<file path="config.mk">
export PLATFORM = sky130hd
export DESIGN_NAME = sfps_top
export DESIGN_NICKNAME = d
export VERILOG_FILES = /design/src/hw/sfps_pkg.sv /design/src/hw/sfps_delay.sv /design/src/hw/sfps_link_sync.sv /design/src/hw/sfps_top.sv
export SDC_FILE = /design/constraint.sdc
export NUM_CORES = 1
export LEC_CHECK = 0
export ABC_AREA = 1
export BUFFER_PORTS_ARGS = -buffer_cell sky130_fd_sc_hd__buf_4
export CAP_MARGIN = 20
export CORE_MARGIN = 2
export CORE_UTILIZATION = 40
export DETAILED_ROUTE_END_ITERATION = 16
export GPL_TIMING_DRIVEN = 0
export PLACE_DENSITY_LB_ADDON = 0.08
export SYNTH_ARGS = -nofsm -noshare
export SYNTH_HDL_FRONTEND = slang
export SYNTH_HIERARCHICAL = 1
export SYNTH_SLANG_ARGS = --single-unit
</file>
<file path="constraint.sdc">
create_clock -name clock -period 1.9 [get_ports clock]
set_input_delay 0.285 -clock clock [delete_from_list [all_inputs] [get_ports clock]]
set_output_delay 0.285 -clock clock [all_outputs]
set_load 0.005 [all_outputs]
</file>
<file path="src/hw/sfps_pkg.sv">
// Package of constants, states and carriers for the flash protect/signature block.
package sfps_pkg;

	localparam int          CLK_PERIOD_NS    = 40;
	// Power-up delay in microseconds (2 ms).
	localparam int          PWRUP_DELAY_US   = 2000;
	localparam int          PWRUP_CYCLES     = (PWRUP_DELAY_US * 1000) / CLK_PERIOD_NS;
	// Sleep-entry and release delays in nanoseconds; plain defaults.
	localparam int          SLEEP_DELAY_NS   = 3000;
	localparam int          SLEEP_CYCLES     = (SLEEP_DELAY_NS + CLK_PERIOD_NS - 1) / CLK_PERIOD_NS;
	localparam int          RELEASE_DELAY_NS = 3000;
	localparam int          RELEASE_CYCLES   = (RELEASE_DELAY_NS + CLK_PERIOD_NS - 1) / CLK_PERIOD_NS;
	// Opcode values are plain defaults; set them to suit the host.
	localparam logic [7:0]  OP_PROTECT       = 8'h3c;
	localparam logic [7:0]  OP_POWERDOWN     = 8'h3d;
	localparam logic [7:0]  OP_RELEASE       = 8'h4e;
	// Signature value is arbitrary.
	localparam logic [7:0]  SIGNATURE        = 8'h5a;
	localparam int          DUMMY_BYTES      = 3;

	typedef enum logic [1:0] {
		SFPS_PWRUP,
		SFPS_STANDBY,
		SFPS_PROTECTED
	} sfps_mode_t;

	typedef struct packed {
		logic sck_rise;
		logic sck_fall;
		logic cs_rise;
		logic cs_low;
		logic si;
	} sfps_link_t;

endpackage

</file>
<file path="src/hw/sfps_delay.sv">
// Down counter that raises done a set number of cycles after start.
`timescale 1ns/1ps
`default_nettype none
module sfps_delay #(
	parameter int W = 17
) (
	input  wire logic         clock,
	input  wire logic         nrst,
	input  wire logic         start,
	input  wire logic [W-1:0] cycles,
	output logic              busy,
	output logic              done
);
	logic [W-1:0] cnt_r;

	always_ff @(posedge clock or negedge nrst) begin
		if (!nrst) begin
			cnt_r <= '0;
		end else if (start) begin
			cnt_r <= cycles;
		end else if (cnt_r != '0) begin
			cnt_r <= cnt_r - 1'b1;
		end
	end

	assign busy = (cnt_r != '0);
	assign done = (cnt_r == {{(W-1){1'b0}}, 1'b1});
endmodule // sfps_delay
`default_nettype wire

</file>
<file path="src/hw/sfps_link_sync.sv">
// Pin synchroniser and edge finder for the serial link.
`timescale 1ns/1ps
`default_nettype none
module sfps_link_sync (
	input  wire logic               clock,
	input  wire logic               nrst,
	input  wire logic               chip_select_n,
	input  wire logic               sck,
	input  wire logic               si,
	output sfps_pkg::sfps_link_t    link
);
	logic [2:0] m1_r;
	logic [2:0] m2_r;
	logic [1:0] prev_r;

	always_ff @(posedge clock or negedge nrst) begin
		if (!nrst) begin
			m1_r   <= 3'h1;
			m2_r   <= 3'h1;
			prev_r <= 2'h1;
		end else begin
			m1_r   <= {si, sck, chip_select_n};
			m2_r   <= m1_r;
			prev_r <= m2_r[1:0];
		end
	end

	assign link.sck_rise = m2_r[1] & ~prev_r[1];
	assign link.sck_fall = ~m2_r[1] & prev_r[1];
	assign link.cs_rise  = m2_r[0] & ~prev_r[0];
	assign link.cs_low   = ~m2_r[0];
	assign link.si       = m2_r[2];
endmodule // sfps_link_sync
`default_nettype wire

</file>
<file path="src/hw/sfps_top.sv">
// Protect, release and signature logic of a serial flash slave.
// Function
// - Deep power-down opcode behaves exactly like the software-protect opcode.
// - Protect executes only if chip select rises right after bit eight.
// - Protected state is entered a sleep-entry delay after chip select rises.
// - While protected only the release opcode is decoded; it ends protection.
// - Protection clears on power loss; power-up lands in standby.
// - Protect received during a busy internal cycle is rejected.
// - Release received during a busy internal cycle is not decoded.
// - Release opcode is eight bits sampled on rising clock edges.
// - Chip select rising after the opcode, before signature, still releases.
// - Standby is reached a release delay after chip select rises.
// - Signature shifts out on falling clock edges after the dummy bytes.
// - A fixed eight-bit signature is readable only through release.
// - Release returns the signature even outside the protected state.
// - Extra clocks with chip select low repeat the signature byte.
// - Chip select rising after a full signature ends release to standby.
// - Power-on reset holds all logic reset and answers nothing.
// - All commands are ignored until the power-up delay elapses.
// - Power-up ends in standby with the write-enable latch cleared.
// - Write-in-progress reads one during a busy cycle, zero after.
`timescale 1ns/1ps
`default_nettype none
module sfps_top #(
	parameter logic [7:0] OP_PROTECT     = sfps_pkg::OP_PROTECT,
	parameter logic [7:0] OP_POWERDOWN   = sfps_pkg::OP_POWERDOWN,
	parameter logic [7:0] OP_RELEASE     = sfps_pkg::OP_RELEASE,
	parameter logic [7:0] SIGNATURE      = sfps_pkg::SIGNATURE,
	parameter int         PWRUP_CYCLES   = sfps_pkg::PWRUP_CYCLES,
	parameter int         SLEEP_CYCLES   = sfps_pkg::SLEEP_CYCLES,
	parameter int         RELEASE_CYCLES = sfps_pkg::RELEASE_CYCLES
) (
	input  wire logic clock,
	input  wire logic nrst,
	input  wire logic chip_select_n,
	input  wire logic sck,
	input  wire logic si,
	input  wire logic cycle_busy,
	input  wire logic wel_clear,
	output logic      so,
	output logic      so_oe_n,
	output logic      protected_mode,
	output logic      standby,
	output logic      cmd_enable,
	output logic      write_in_progress,
	output logic      write_enable_latch
);
	localparam int DW = 17;

	sfps_pkg::sfps_link_t link;
	sfps_pkg::sfps_mode_t mode_r;

	logic [7:0]  shift_r;
	logic [5:0]  bitcnt_r;
	logic        is_prot_r;
	logic        is_rel_r;
	logic        ignore_r;
	logic        sig_done_r;
	logic [2:0]  sigbit_r;
	logic        out_en_r;
	logic        so_r;
	logic        pend_sleep_r;
	logic        pend_rel_r;
	logic        busy_m1_r;
	logic        busy_r;
	logic        pu_busy;
	logic        pu_done;
	logic        sl_busy;
	logic        sl_done;
	logic        rl_busy;
	logic        rl_done;
	logic        pu_start_r;
	logic        prot_arm;
	logic        rel_arm;
	logic [7:0]  opcode_nxt;

	function automatic logic is_protect_op(input logic [7:0] op);
		// Both opcodes map onto one action.
		return (op == OP_PROTECT) || (op == OP_POWERDOWN);
	endfunction

	sfps_link_sync u_sync (
		.clock         (clock),
		.nrst          (nrst),
		.chip_select_n (chip_select_n),
		.sck           (sck),
		.si            (si),
		.link          (link)
	);

	// Busy comes from another engine, possibly asynchronous; synchronise it.
	always_ff @(posedge clock or negedge nrst) begin
		if (!nrst) begin
			busy_m1_r <= 1'b0;
			busy_r    <= 1'b0;
		end else begin
			busy_m1_r <= cycle_busy;
			busy_r    <= busy_m1_r;
		end
	end

	always_ff @(posedge clock or negedge nrst) begin
		if (!nrst) begin
			pu_start_r <= 1'b1;
		end else begin
			pu_start_r <= 1'b0;
		end
	end

	sfps_delay #(.W(DW)) u_pwrup (
		.clock  (clock),
		.nrst   (nrst),
		.start  (pu_start_r),
		.cycles (DW'(PWRUP_CYCLES)),
		.busy   (pu_busy),
		.done   (pu_done)
	);

	sfps_delay #(.W(DW)) u_sleep (
		.clock  (clock),
		.nrst   (nrst),
		.start  (prot_arm),
		.cycles (DW'(SLEEP_CYCLES)),
		.busy   (sl_busy),
		.done   (sl_done)
	);

	sfps_delay #(.W(DW)) u_release (
		.clock  (clock),
		.nrst   (nrst),
		.start  (rel_arm),
		.cycles (DW'(RELEASE_CYCLES)),
		.busy   (rl_busy),
		.done   (rl_done)
	);

	assign opcode_nxt = {shift_r[6:0], link.si};

	always_ff @(posedge clock or negedge nrst) begin
		if (!nrst) begin
			shift_r  <= 8'h00;
			bitcnt_r <= 6'h00;
		end else if (!link.cs_low) begin
			bitcnt_r <= 6'h00;
		end else if (link.sck_rise && bitcnt_r != 6'h3f) begin
			shift_r  <= opcode_nxt;
			bitcnt_r <= bitcnt_r + 6'h01;
		end
	end

	// Decode at the eighth bit; frames during power-up are ignored.
	always_ff @(posedge clock or negedge nrst) begin
		if (!nrst) begin
			is_prot_r <= 1'b0;
			is_rel_r  <= 1'b0;
			ignore_r  <= 1'b0;
		end else if (!link.cs_low) begin
			is_prot_r <= 1'b0;
			is_rel_r  <= 1'b0;
			ignore_r  <= 1'b0;
		end else if (link.sck_rise && bitcnt_r == 6'h07) begin
			ignore_r  <= (mode_r == sfps_pkg::SFPS_PWRUP) || pend_rel_r;
			is_prot_r <= is_protect_op(opcode_nxt) && !busy_r
				&& (mode_r == sfps_pkg::SFPS_STANDBY) && !pend_rel_r;
			is_rel_r  <= (opcode_nxt == OP_RELEASE) && !busy_r
				&& (mode_r != sfps_pkg::SFPS_PWRUP) && !pend_rel_r;
		end else if (link.sck_rise) begin
			is_prot_r <= 1'b0;
		end
	end

	// protect armed only on a rise straight after bit eight.
	assign prot_arm = link.cs_rise && is_prot_r && !ignore_r
		&& bitcnt_r == 6'h08;
	// release armed on any rise after the opcode.
	assign rel_arm  = link.cs_rise && is_rel_r && !ignore_r;

	// signature output after dummy bytes, on falling edges.
	always_ff @(posedge clock or negedge nrst) begin
		if (!nrst) begin
			sigbit_r   <= 3'h7;
			out_en_r   <= 1'b0;
			so_r       <= 1'b0;
			sig_done_r <= 1'b0;
		end else if (!link.cs_low) begin
			sigbit_r   <= 3'h7;
			out_en_r   <= 1'b0;
			so_r       <= 1'b0;
			sig_done_r <= 1'b0;
		end else if (link.sck_fall && is_rel_r && !ignore_r
				&& bitcnt_r >= 6'(8 * (sfps_pkg::DUMMY_BYTES + 1))) begin
			out_en_r <= 1'b1;
			so_r     <= SIGNATURE[sigbit_r];
			sigbit_r <= sigbit_r - 3'h1;
			if (sigbit_r == 3'h0) begin
				sig_done_r <= 1'b1;
			end
		end
	end

	always_ff @(posedge clock or negedge nrst) begin
		if (!nrst) begin
			mode_r       <= sfps_pkg::SFPS_PWRUP;
			pend_sleep_r <= 1'b0;
			pend_rel_r   <= 1'b0;
		end else begin
			if (prot_arm) begin
				pend_sleep_r <= 1'b1;
			end else if (sl_done) begin
				pend_sleep_r <= 1'b0;
			end
			if (rel_arm) begin
				pend_rel_r <= 1'b1;
			end else if (rl_done) begin
				pend_rel_r <= 1'b0;
			end
			unique case (mode_r)
				sfps_pkg::SFPS_PWRUP: begin
					if (pu_done) begin
						mode_r <= sfps_pkg::SFPS_STANDBY;
					end
				end
				sfps_pkg::SFPS_STANDBY: begin
					if (sl_done && pend_sleep_r) begin
						mode_r <= sfps_pkg::SFPS_PROTECTED;
					end
				end
				sfps_pkg::SFPS_PROTECTED: begin
					if (rl_done && pend_rel_r) begin
						mode_r <= sfps_pkg::SFPS_STANDBY;
					end
				end
			endcase
		end
	end

	always_ff @(posedge clock or negedge nrst) begin
		if (!nrst) begin
			write_enable_latch <= 1'b0;
		end else if (wel_clear) begin
			write_enable_latch <= 1'b0;
		end
	end

	always_ff @(posedge clock or negedge nrst) begin
		if (!nrst) begin
			write_in_progress <= 1'b0;
		end else begin
			write_in_progress <= busy_r;
		end
	end

	assign so             = so_r;
	assign so_oe_n        = ~out_en_r;
	assign protected_mode = (mode_r == sfps_pkg::SFPS_PROTECTED);
	assign standby        = (mode_r == sfps_pkg::SFPS_STANDBY)
		&& !pend_rel_r && !pend_sleep_r && !sl_busy && !rl_busy;
	assign cmd_enable     = (mode_r == sfps_pkg::SFPS_STANDBY)
		&& !pu_busy && !pend_rel_r;
endmodule // sfps_top
`default_nettype wire
</file>
==> results.sh, run 1 <==
export IMPL_worstMarginPinSlew_ns=0.523
export IMPL_ant_nets=0
export IMPL_io_pins=14
export IMPL_chipWidth_um=119
export IMPL_min_period_ns=2.18
export IMPL_antenna_found_initial=0
export IMPL_multi_input_area_um2=2900
export IMPL_initial_core_util_pct=40.4
export IMPL_grt_pass1_wl_mm=20.1
export IMPL_drv_cap=0
export IMPL_drt_wl_total_mm=11.5
export IMPL_critical_path_class="register to output port"
export IMPL_synth_simple_area_share_pct=35.6
export IMPL_synth_edff_count=0
export IMPL_violations="setup timing"
export IMPL_whs_path_depth=1
export IMPL_dp_final_hpwl_mm=7.82
export IMPL_gp_congestion=0.825
export IMPL_cp_required_ns=1.62
export IMPL_synth_adder_area_share_pct=2.13
export IMPL_hold_class="input port to register"
export IMPL_power_switching_uw=1260
export IMPL_track_usage_pct=17.6
export IMPL_yosys_warnings=6
export IMPL_hold_violations=0
export IMPL_muxShareOfSynthArea_pct=0.568
export IMPL_cts_sinks=88
export IMPL_outcome="finished with violations"
export IMPL_drt_iter0_markers=242
export IMPL_grt_max_degree=66
export IMPL_setup_slack_ns=-0.278
export IMPL_die_area_um2=14200
export IMPL_power_density_nw_per_um2=691
export IMPL_p_leak_uw=0.00306
export IMPL_cp_end_kind="output port"
export IMPL_coreArea_um2=13100
export IMPL_die_h_um=119
export IMPL_slew_violations=0
export IMPL_cp_endpoint="standby"
export IMPL_cts_root_buffer="clkbuf_16"
export IMPL_critPathLaunch="u_sleep/cnt_r[0]$_DFFE_PN0P_"
export IMPL_yosysSeqAreaShare_pct=41.8
export IMPL_overflow=0
export IMPL_synth_top_family_by_area="simple AND/OR/NAND/NOR gates"
export IMPL_seqPwrFrac_pct=47.7
export IMPL_cts_max_level=3
export IMPL_power_frac_comb_pct=14.3
export IMPL_synth_top_area_share_pct=38.3
export IMPL_ys_flop_type="dfrtp_1"
export IMPL_cts_root_to_sink_buffers=2
export IMPL_via_per_inst=4.55
export IMPL_cts_tree="built"
export IMPL_ys_types=34
export IMPL_reg2reg_to="u_release/cnt_r[15]$_DFFE_PN0P_"
export IMPL_switching_share_pct=28.3
export IMPL_wl_per_cell_um=11.8
export IMPL_crit_arrival_ns=1.89
export IMPL_drtPass1Iterations=5
export IMPL_synth_xor_area_share_pct=2.15
export IMPL_cellInternalPower_uw=3200
export IMPL_clk_latency_ns=0.35
export IMPL_drive_gt1_share_pct=22.6
export IMPL_crit_fanout=5
export IMPL_drcViolationCount=0
export IMPL_r2r_slack_ns=0.16
export IMPL_synth_top_area_cell="dfrtp_1"
export IMPL_syn_area_um2=5290
export IMPL_fill_cells=1312
export IMPL_period_share_pct=115
export IMPL_r2r_cells=12
export IMPL_port_buffers=11
export IMPL_ir_drop_uv=449
export IMPL_clk_pin_slew_ns=0.07
export IMPL_setup_viol=2
export IMPL_dp_slack_ns=-0.365
export IMPL_async_reset_ff_share_pct=100
export IMPL_area_growth_pct=22.0
export IMPL_relSlewSlack_pct=65.1
export IMPL_nNetsFinal=815
export IMPL_num_rows=42
export IMPL_startpoint_type="register"
export IMPL_final_util_pct=49.3
export IMPL_synth_compound_area_share_pct=8.89
export IMPL_p_clk_share_pct=38.0
export IMPL_syn_inst=693
export IMPL_grt_pass1_vias=4336
export IMPL_dr_total_vias=4460
export IMPL_rsz0062_at_grt="yes"
export IMPL_finalSetupTns_ns=-0.285
export IMPL_yosys_top_cells_area="dfrtp_1 (38%), nand2_1 (13%), nand3_1 (6.4%), inv_1 (5.9%), nor2_1 (4.4%)"
export IMPL_clock_fmax_mhz=459
export IMPL_avgSynthCellArea_um2=7.64
export IMPL_fin_skew_ns=0.00760
export IMPL_seq_area_um2=2210
export IMPL_r2r_start="u_sync/m2_r[0]$_DFF_PN1_"
export IMPL_diodes=0
export IMPL_synth_ff_latch_count=88
export IMPL_cts_buffers=9
[layer usage]
metal	wire length (um)	global-route usage (%)	share of wire, %	up-vias
met1	5400	22.2	47	2047
met4	101	5.06	0.87	0
met2	5730	30.1	50	44
met3	318	4.21	2.8	7
li1	-	-	-	2362
met5	0	0	0	-
[layout by cell type (no fill, tap or decap), types with 3 or more instances in the layout]
master,n
a21oi_1,11
a21oi_2,21
and2_1,3
buf_12,3
buf_2,4
buf_4,44
buf_6,4
clkbuf_1,4
clkbuf_16,9
conb_1,53
dfrtp_1,79
dfstp_2,7
ha_1,6
ha_4,3
inv_1,71
inv_2,11
mux2i_1,3
nand2_1,187
nand2_2,9
nand2_4,4
nand3_1,68
nand4_1,10
nand4_4,3
nor2_1,60
nor2_2,21
nor2_4,13
nor3_1,7
nor3_2,3
o21ai_0,43
or2_2,6
xor2_1,11
[state kept, by name, indices dropped and copies added, names as in the netlist]
name	count
u_pwrup/cnt_r	17
u_release/cnt_r	17
u_sleep/cnt_r	17
shift_r	7
bitcnt_r	6
sigbit_r	3
u_sync/m1_r	3
u_sync/m2_r	3
mode_r	2
u_sync/prev_r	2
busy_m1_r	1
busy_r	1
ignore_r	1
is_prot_r	1
is_rel_r	1
out_en_r	1
pend_rel_r	1
pend_sleep_r	1
pu_start_r	1
so	1
write_in_progress	1
[timing repair]
item | 4_1_cts | 5_1_grt
gates resized for setup | 32 | 13
endpoints found under the hold margin | 17 | 0
buffers inserted | 25 | 6
endpoints found under the setup margin | 28 | 30
cloned | 0 | 0
pin swaps | 18 | 6
hold buffers | 1 | 0
[Yosys cell counts (all sizes together) (3+ instances only)]
cell type	count
mux2i	3
buf	13
ha	9
and2	3
inv	83
xor2	11
nand4	13
dfstp	7
clkbuf	4
o21ai	43
dfrtp	81
or2	6
nand2	200
a21oi	32
nor3	10
clkinv	3
nor2	94
nand3	69
[critical path: stages, from the launching register on]
cell	delay, ns
dfrtp_1	0.40
inv_2	0.08
ha_4	0.15
nand2_4	0.08
nor2_4	0.10
nand4_1	0.13
nor2_1	0.14
inv_1	0.07
nor4_4	0.25
buf_4	0.16
[worst min-delay path by stage]
stage / start / endpoint / slack (ns)
2_1_floorplan: nrst / bitcnt_r[0]$_DFFE_PN0P_ / -0.01
3_3_place_gp: busy_m1_r$_DFF_PN0_ / busy_r$_DFF_PN0_ / 0.33
3_5_place_dp: nrst / out_en_r$_DFFE_PN0P_ / 0.22
4_1_cts: chip_select_n / u_sync/m1_r[0]$_DFF_PN1_ / 0.03
5_1_grt: sck / u_sync/m1_r[1]$_DFF_PN0_ / 0.03
6_report: chip_select_n / u_sync/m1_r[0]$_DFF_PN1_ / 0.05
[cell type report]
cell class                      count  area share (%)
Sequential cell                    88            34.3
Timing Repair Buffer               44            5.46
Clock inverter                      4           0.446
Tap cell                          176            3.41
Clock buffer                       12            3.82
Buffer                             17            2.44
Inverter                           86            5.17
Multi-Input combinational cell    553            45.0
[stage by stage]
| stage | hold slack (ns) | instance area [um2] | cells | total power [uW] |
|---|---|---|---|---|
| finish | 0.0465 | 6460 | 980 | 4460 |
| global route | 0.0289 | 6460 | 980 | 4730 |
| CTS | 0.0304 | 6380 | 974 | 4520 |
| detailed placement | 0.219 | 5810 | 932 | 2720 |
| global placement | 0.334 | 5790 | 931 | 2690 |
| floorplan | -0.0106 | 5480 | 744 | 2540 |
[kinds of logic (layout without fill, tap and decap cells)]
family | after synthesis | in the layout
flops | 88 | 88
compound gates | 77 | 77
simple gates | 398 | 398
buf+inv | 103 | 163
mux | 3 | 3
xor+xnor | 13 | 13
other cells | 2 | 53
fa+ha+maj | 9 | 9
[power groups by stage]
stage	sequential (uW)	clock [uW]	combinational [uW]
final	2130	1700	638
after global routing	2140	1850	743
after CTS	2130	1760	637
after detailed placement	2160	0	554
after global placement	2160	0	533
after floorplan	2140	0	403
No activity file was read; power rests on OpenSTA's default activity.
==> run 2, diff against run 1 <==
CORE_UTILIZATION = 55   (was 40)
RECOVER_POWER = 25   (was unset)
clock period = 1.8 ns   (was 1.9 ns; I/O delays follow)
==> results.sh, run 2 (synthesized netlist as in run 1, its figures left out) <==
export IMPL_outcome="finished with violations"
export IMPL_violations="setup timing"
export IMPL_critical_path_class="register to output port"
export IMPL_power_frac_comb_pct=15.6
export IMPL_setup_viol=2
export IMPL_wl_per_cell_um=12.0
export IMPL_grt_pass1_vias=4399
export IMPL_min_period_ns=2.20
export IMPL_worstMarginPinSlew_ns=1.09
export IMPL_switching_share_pct=28.8
export IMPL_slew_violations=0
export IMPL_drtPass1Iterations=5
export IMPL_power_switching_uw=1260
export IMPL_diodes=0
export IMPL_dp_slack_ns=-0.397
export IMPL_grt_pass1_wl_mm=19.4
export IMPL_cts_root_buffer="clkbuf_8"
export IMPL_via_per_inst=4.87
export IMPL_hold_violations=0
export IMPL_clock_fmax_mhz=455
export IMPL_overflow=0
export IMPL_r2r_slack_ns=0.11
export IMPL_power_density_nw_per_um2=681
export IMPL_crit_fanout=5
export IMPL_ant_nets=0
export IMPL_finalSetupTns_ns=-0.533
export IMPL_cellInternalPower_uw=3120
export IMPL_cts_buffers=9
export IMPL_drt_wl_total_mm=11.3
export IMPL_cp_required_ns=1.53
export IMPL_clk_pin_slew_ns=0.08
export IMPL_chipWidth_um=102
export IMPL_cts_sinks=88
export IMPL_cts_root_to_sink_buffers=2
export IMPL_hold_class="input port to register"
export IMPL_port_buffers=11
export IMPL_ir_drop_uv=550
export IMPL_dp_final_hpwl_mm=7.40
export IMPL_rsz0062_at_grt="yes"
export IMPL_relSlewSlack_pct=27.2
export IMPL_final_cell_mix="nand2_1 (187), dfrtp_1 (79), inv_1 (71)"
export IMPL_grt_max_degree=89
export IMPL_p_clk_share_pct=33.2
export IMPL_drt_iter0_markers=153
export IMPL_dr_total_vias=4605
export IMPL_final_common_cell="nand2_1"
export IMPL_fin_skew_ns=0.0156
export IMPL_clk_latency_ns=0.36
export IMPL_num_rows=35
export IMPL_setup_slack_ns=-0.397
export IMPL_drive_gt1_share_pct=23.9
export IMPL_die_h_um=102
export IMPL_initial_core_util_pct=57.0
export IMPL_gp_congestion=0.880
export IMPL_crit_arrival_ns=1.93
export IMPL_p_leak_uw=0.00309
export IMPL_startpoint_type="register"
export IMPL_nNetsFinal=827
export IMPL_io_pins=14
export IMPL_cts_max_level=3
export IMPL_whs_ns=0.0247
export IMPL_fill_cells=753
export IMPL_area_growth_pct=21.6
export IMPL_placed_cells=884
export IMPL_cp_end_kind="output port"
export IMPL_drv_cap=0
export IMPL_final_util_pct=69.3
export IMPL_antenna_found_initial=0
export IMPL_drcViolationCount=0
export IMPL_coreArea_um2=9280
export IMPL_finalNonFillerCells=945
export IMPL_die_area_um2=10400
export IMPL_top_regs="u_pwrup/cnt_r (17), u_release/cnt_r (17), u_sleep/cnt_r (17)"
export IMPL_cts_tree="built"
export IMPL_track_usage_pct=23.2
export IMPL_period_share_pct=122
export IMPL_seqPwrFrac_pct=51.2
run 2: repair_timing:
action,4_1_cts,5_1_grt
pin swaps,14,6
hold endpoints to repair,0,39
resized for setup,32,18
buffers inserted,32,14
endpoints found under the setup margin,36,37
hold buffers,0,1
run 2: metrics by stage:
| step | area, um2 | total power (uW) |
|---|---|---|
| floorplan | 5480 | 2680 |
| global placement | 5730 | 2830 |
| detailed placement | 5730 | 2860 |
| CTS | 6270 | 4370 |
| global route | 6430 | 4620 |
| finish | 6430 | 4380 |
run 2: cell type report:
class | count | area, um2 | area share (%)
multi-input cells | 553 | 2910 | 45.2
flip-flops and latches | 88 | 2210 | 34.4
repair buffers | 56 | 444 | 6.91
inverters | 86 | 335 | 5.21
well taps | 129 | 161 | 2.51
plain buffers | 17 | 160 | 2.49
clock buffers | 12 | 155 | 2.41
clock inverters | 4 | 53.8 | 0.836
run 2: path summary, 6_finish.rpt:
path | from | to | cells after the start
min | chip_select_n | u_sync/m1_r[0]$_DFF_PN1_ | 1
max in group asynchronous | nrst | pu_start_r$_DFF_PN1_ | 3
min in group asynchronous | nrst | bitcnt_r[1]$_DFFE_PN0P_ | 2
min reg2reg | busy_m1_r$_DFF_PN0_ | busy_r$_DFF_PN0_ | 0
max reg2reg | bitcnt_r[0]$_DFFE_PN0P_ | u_sleep/cnt_r[14]$_DFFE_PN0P_ | 11
max | u_sleep/cnt_r[0]$_DFFE_PN0P_ | standby | 9
run 2: worst max-delay path: stages, from the launching register on:
cell and delay [ns]:
dfrtp_1 0.40, inv_2 0.10, ha_4 0.15, nand2_4 0.08, nor2_4 0.09, nand4_1 0.14, nor2_1 0.12, inv_1 0.07
nor4_4 0.27, buf_4 0.15
run 2: metal layers:
metal | up-vias | wire, um | global-route usage [%]
met5 | - | 0 | 0
met4 | 0 | 167 | 5.74
met3 | 15 | 397 | 4.24
met2 | 78 | 5640 | 39.9
met1 | 2129 | 5090 | 30.6
li1 | 2383 | - | -
run 2: power groups by stage:
stage	Combinational [uW]	Clock (uW)	Sequential (uW)
2_1_floorplan	426	0	2260
3_3_place_gp	551	0	2280
3_5_place_dp	574	0	2280
4_1_cts	641	1490	2240
5_1_grt	795	1560	2260
6_report	686	1450	2240
==> run 3, diff against run 2 <==
CORE_UTILIZATION = 49   (was 55)
==> results.sh, run 3 (synthesized netlist as in run 1, its figures left out) <==
export IMPL_outcome="finished with violations"
export IMPL_violations="setup timing"
export IMPL_port_buffers=11
export IMPL_finalSetupTns_ns=-0.504
export IMPL_final_cell_mix="nand2_1 (186), dfrtp_1 (76), inv_1 (68)"
export IMPL_placed_cells=892
export IMPL_cp_required_ns=1.53
export IMPL_crit_arrival_ns=1.91
export IMPL_cts_tree="built"
export IMPL_power_switching_uw=1300
export IMPL_grt_pass1_vias=4458
export IMPL_seqPwrFrac_pct=52.7
export IMPL_setup_viol=2
export IMPL_cts_buffers=9
export IMPL_startpoint_type="register"
export IMPL_min_period_ns=2.18
export IMPL_num_rows=37
export IMPL_via_per_inst=4.82
export IMPL_worstPathCellList="inv_2 -> ha_4 -> nand2_4 -> nor2_4 -> nand4_1 -> nor2_1 -> inv_1 -> nor4_4 -> buf_4"
export IMPL_chipWidth_um=108
export IMPL_fin_skew_ns=0.00402
export IMPL_nNetsFinal=840
export IMPL_dr_total_vias=4655
export IMPL_drt_wl_total_mm=11.5
export IMPL_gp_congestion=0.843
export IMPL_drcViolationCount=0
export IMPL_slew_violations=0
export IMPL_drt_iter0_markers=258
export IMPL_ir_drop_uv=422
export IMPL_rsz0062_at_grt="yes"
export IMPL_die_area_um2=11600
export IMPL_coreArea_um2=10400
export IMPL_cts_sinks=88
export IMPL_cellInternalPower_uw=2950
export IMPL_wl_per_cell_um=12.0
export IMPL_initial_core_util_pct=50.8
export IMPL_top_regs="u_pwrup/cnt_r (17), u_release/cnt_r (17), u_sleep/cnt_r (17)"
export IMPL_drtPass1Iterations=5
export IMPL_cp_end_kind="output port"
export IMPL_drive_gt1_share_pct=25.8
export IMPL_power_frac_comb_pct=16.7
export IMPL_die_h_um=108
export IMPL_worst_path_max_delay_cell="dfrtp_1"
export IMPL_hold_violations=0
export IMPL_io_pins=14
export IMPL_final_common_cell="nand2_1"
export IMPL_track_usage_pct=21.4
export IMPL_area_growth_pct=23.9
export IMPL_crit_fanout=2
export IMPL_finalNonFillerCells=965
export IMPL_p_leak_uw=0.00314
export IMPL_drv_cap=0
export IMPL_diodes=0
export IMPL_cts_max_level=3
export IMPL_grt_pass1_wl_mm=20.0
export IMPL_p_clk_share_pct=30.6
export IMPL_ant_nets=0
export IMPL_dp_final_hpwl_mm=7.53
export IMPL_overflow=0
export IMPL_period_share_pct=121
export IMPL_critical_path_class="register to output port"
export IMPL_clk_latency_ns=0.37
export IMPL_cts_root_buffer="clkbuf_8"
export IMPL_clk_pin_slew_ns=0.09
export IMPL_clock_fmax_mhz=459
export IMPL_slowest_delay_ns=0.41
export IMPL_cts_root_to_sink_buffers=2
export IMPL_grt_max_degree=57
export IMPL_whs_ns=0.0387
export IMPL_setup_slack_ns=-0.378
export IMPL_hold_class="input port to register"
export IMPL_antenna_found_initial=0
export IMPL_worstMarginPinSlew_ns=0.881
export IMPL_relSlewSlack_pct=41.3
export IMPL_switching_share_pct=30.5
export IMPL_power_density_nw_per_um2=649
[run 3: metrics by stage]
step	setup slack [ns]	instance area, um2	util [%]	power, uW
3_3_place_gp	-0.403	5740	55.1	2830
3_5_place_dp	-0.450	5760	55.3	2870
6_report	-0.378	6550	62.9	4250
2_1_floorplan	0.0304	5480	-	2680
4_1_cts	-0.383	6320	60.7	4260
5_1_grt	-0.502	6550	62.9	4490
[run 3: worst paths after layout]
kind | startpoint | endpoint | slack, ns | cells past startpoint
setup reg to reg | u_sync/m2_r[0]$_DFF_PN1_ | u_sleep/cnt_r[14]$_DFFE_PN0P_ | 0.08 | 11
min in group asynchronous | nrst | out_en_r$_DFFE_PN0P_ | 0.55 | 2
max in group asynchronous | nrst | u_sleep/cnt_r[7]$_DFFE_PN0P_ | 0.47 | 3
setup / recovery | u_sleep/cnt_r[1]$_DFFE_PN0P_ | standby | -0.38 | 9
hold / removal | sck | u_sync/m1_r[1]$_DFF_PN0_ | 0.04 | 1
hold reg to reg | u_sync/m1_r[1]$_DFF_PN0_ | u_sync/m2_r[1]$_DFF_PN0_ | 0.35 | 0
[run 3: final cells by class]
class                   instances  area [um2]
plain buffers                  17         158
clock buffers                  10         138
clock inverters                 6        42.5
fillers                       914        3860
inverters                      86         344
multi-input cells             553        2920
flip-flops and latches         88        2220
well taps                     136         170
repair buffers                 69         563
[run 3: routing by layer]
metal | GRT usage (%) | part of all wire (%) | vias to the layer above
li1 | - | - | 2409
met1 | 28.6 | 47 | 2159
met2 | 35.5 | 48 | 73
met3 | 2.54 | 2.6 | 14
met4 | 8.15 | 1.6 | 0
met5 | 0 | 0 | -
[run 3: power by group through the flow]
| stage | registers [uW] | clock network [uW] | logic [uW] |
|---|---|---|---|
| 2_1_floorplan | 2260 | 0 | 426 |
| 3_3_place_gp | 2280 | 0 | 554 |
| 3_5_place_dp | 2280 | 0 | 590 |
| 4_1_cts | 2240 | 1340 | 685 |
| 5_1_grt | 2260 | 1420 | 813 |
| 6_report | 2240 | 1300 | 708 |
[run 3: timing repair]
action                                  CTS  global route
endpoints found under the setup margin   36            36
buffers inserted                         31            21
gates cloned                              0             1
hold buffers                              4             0
resized for setup                        35            25
pin swaps                                18            12
hold endpoints to repair                 28             0
[run 3: worst max-delay path: cells and delay by family (launching register included)]
family / cells / cell delay, ns
buf+inv: 3 / 0.32
flops: 1 / 0.41
fa+ha+maj: 1 / 0.15
simple gates: 5 / 0.66
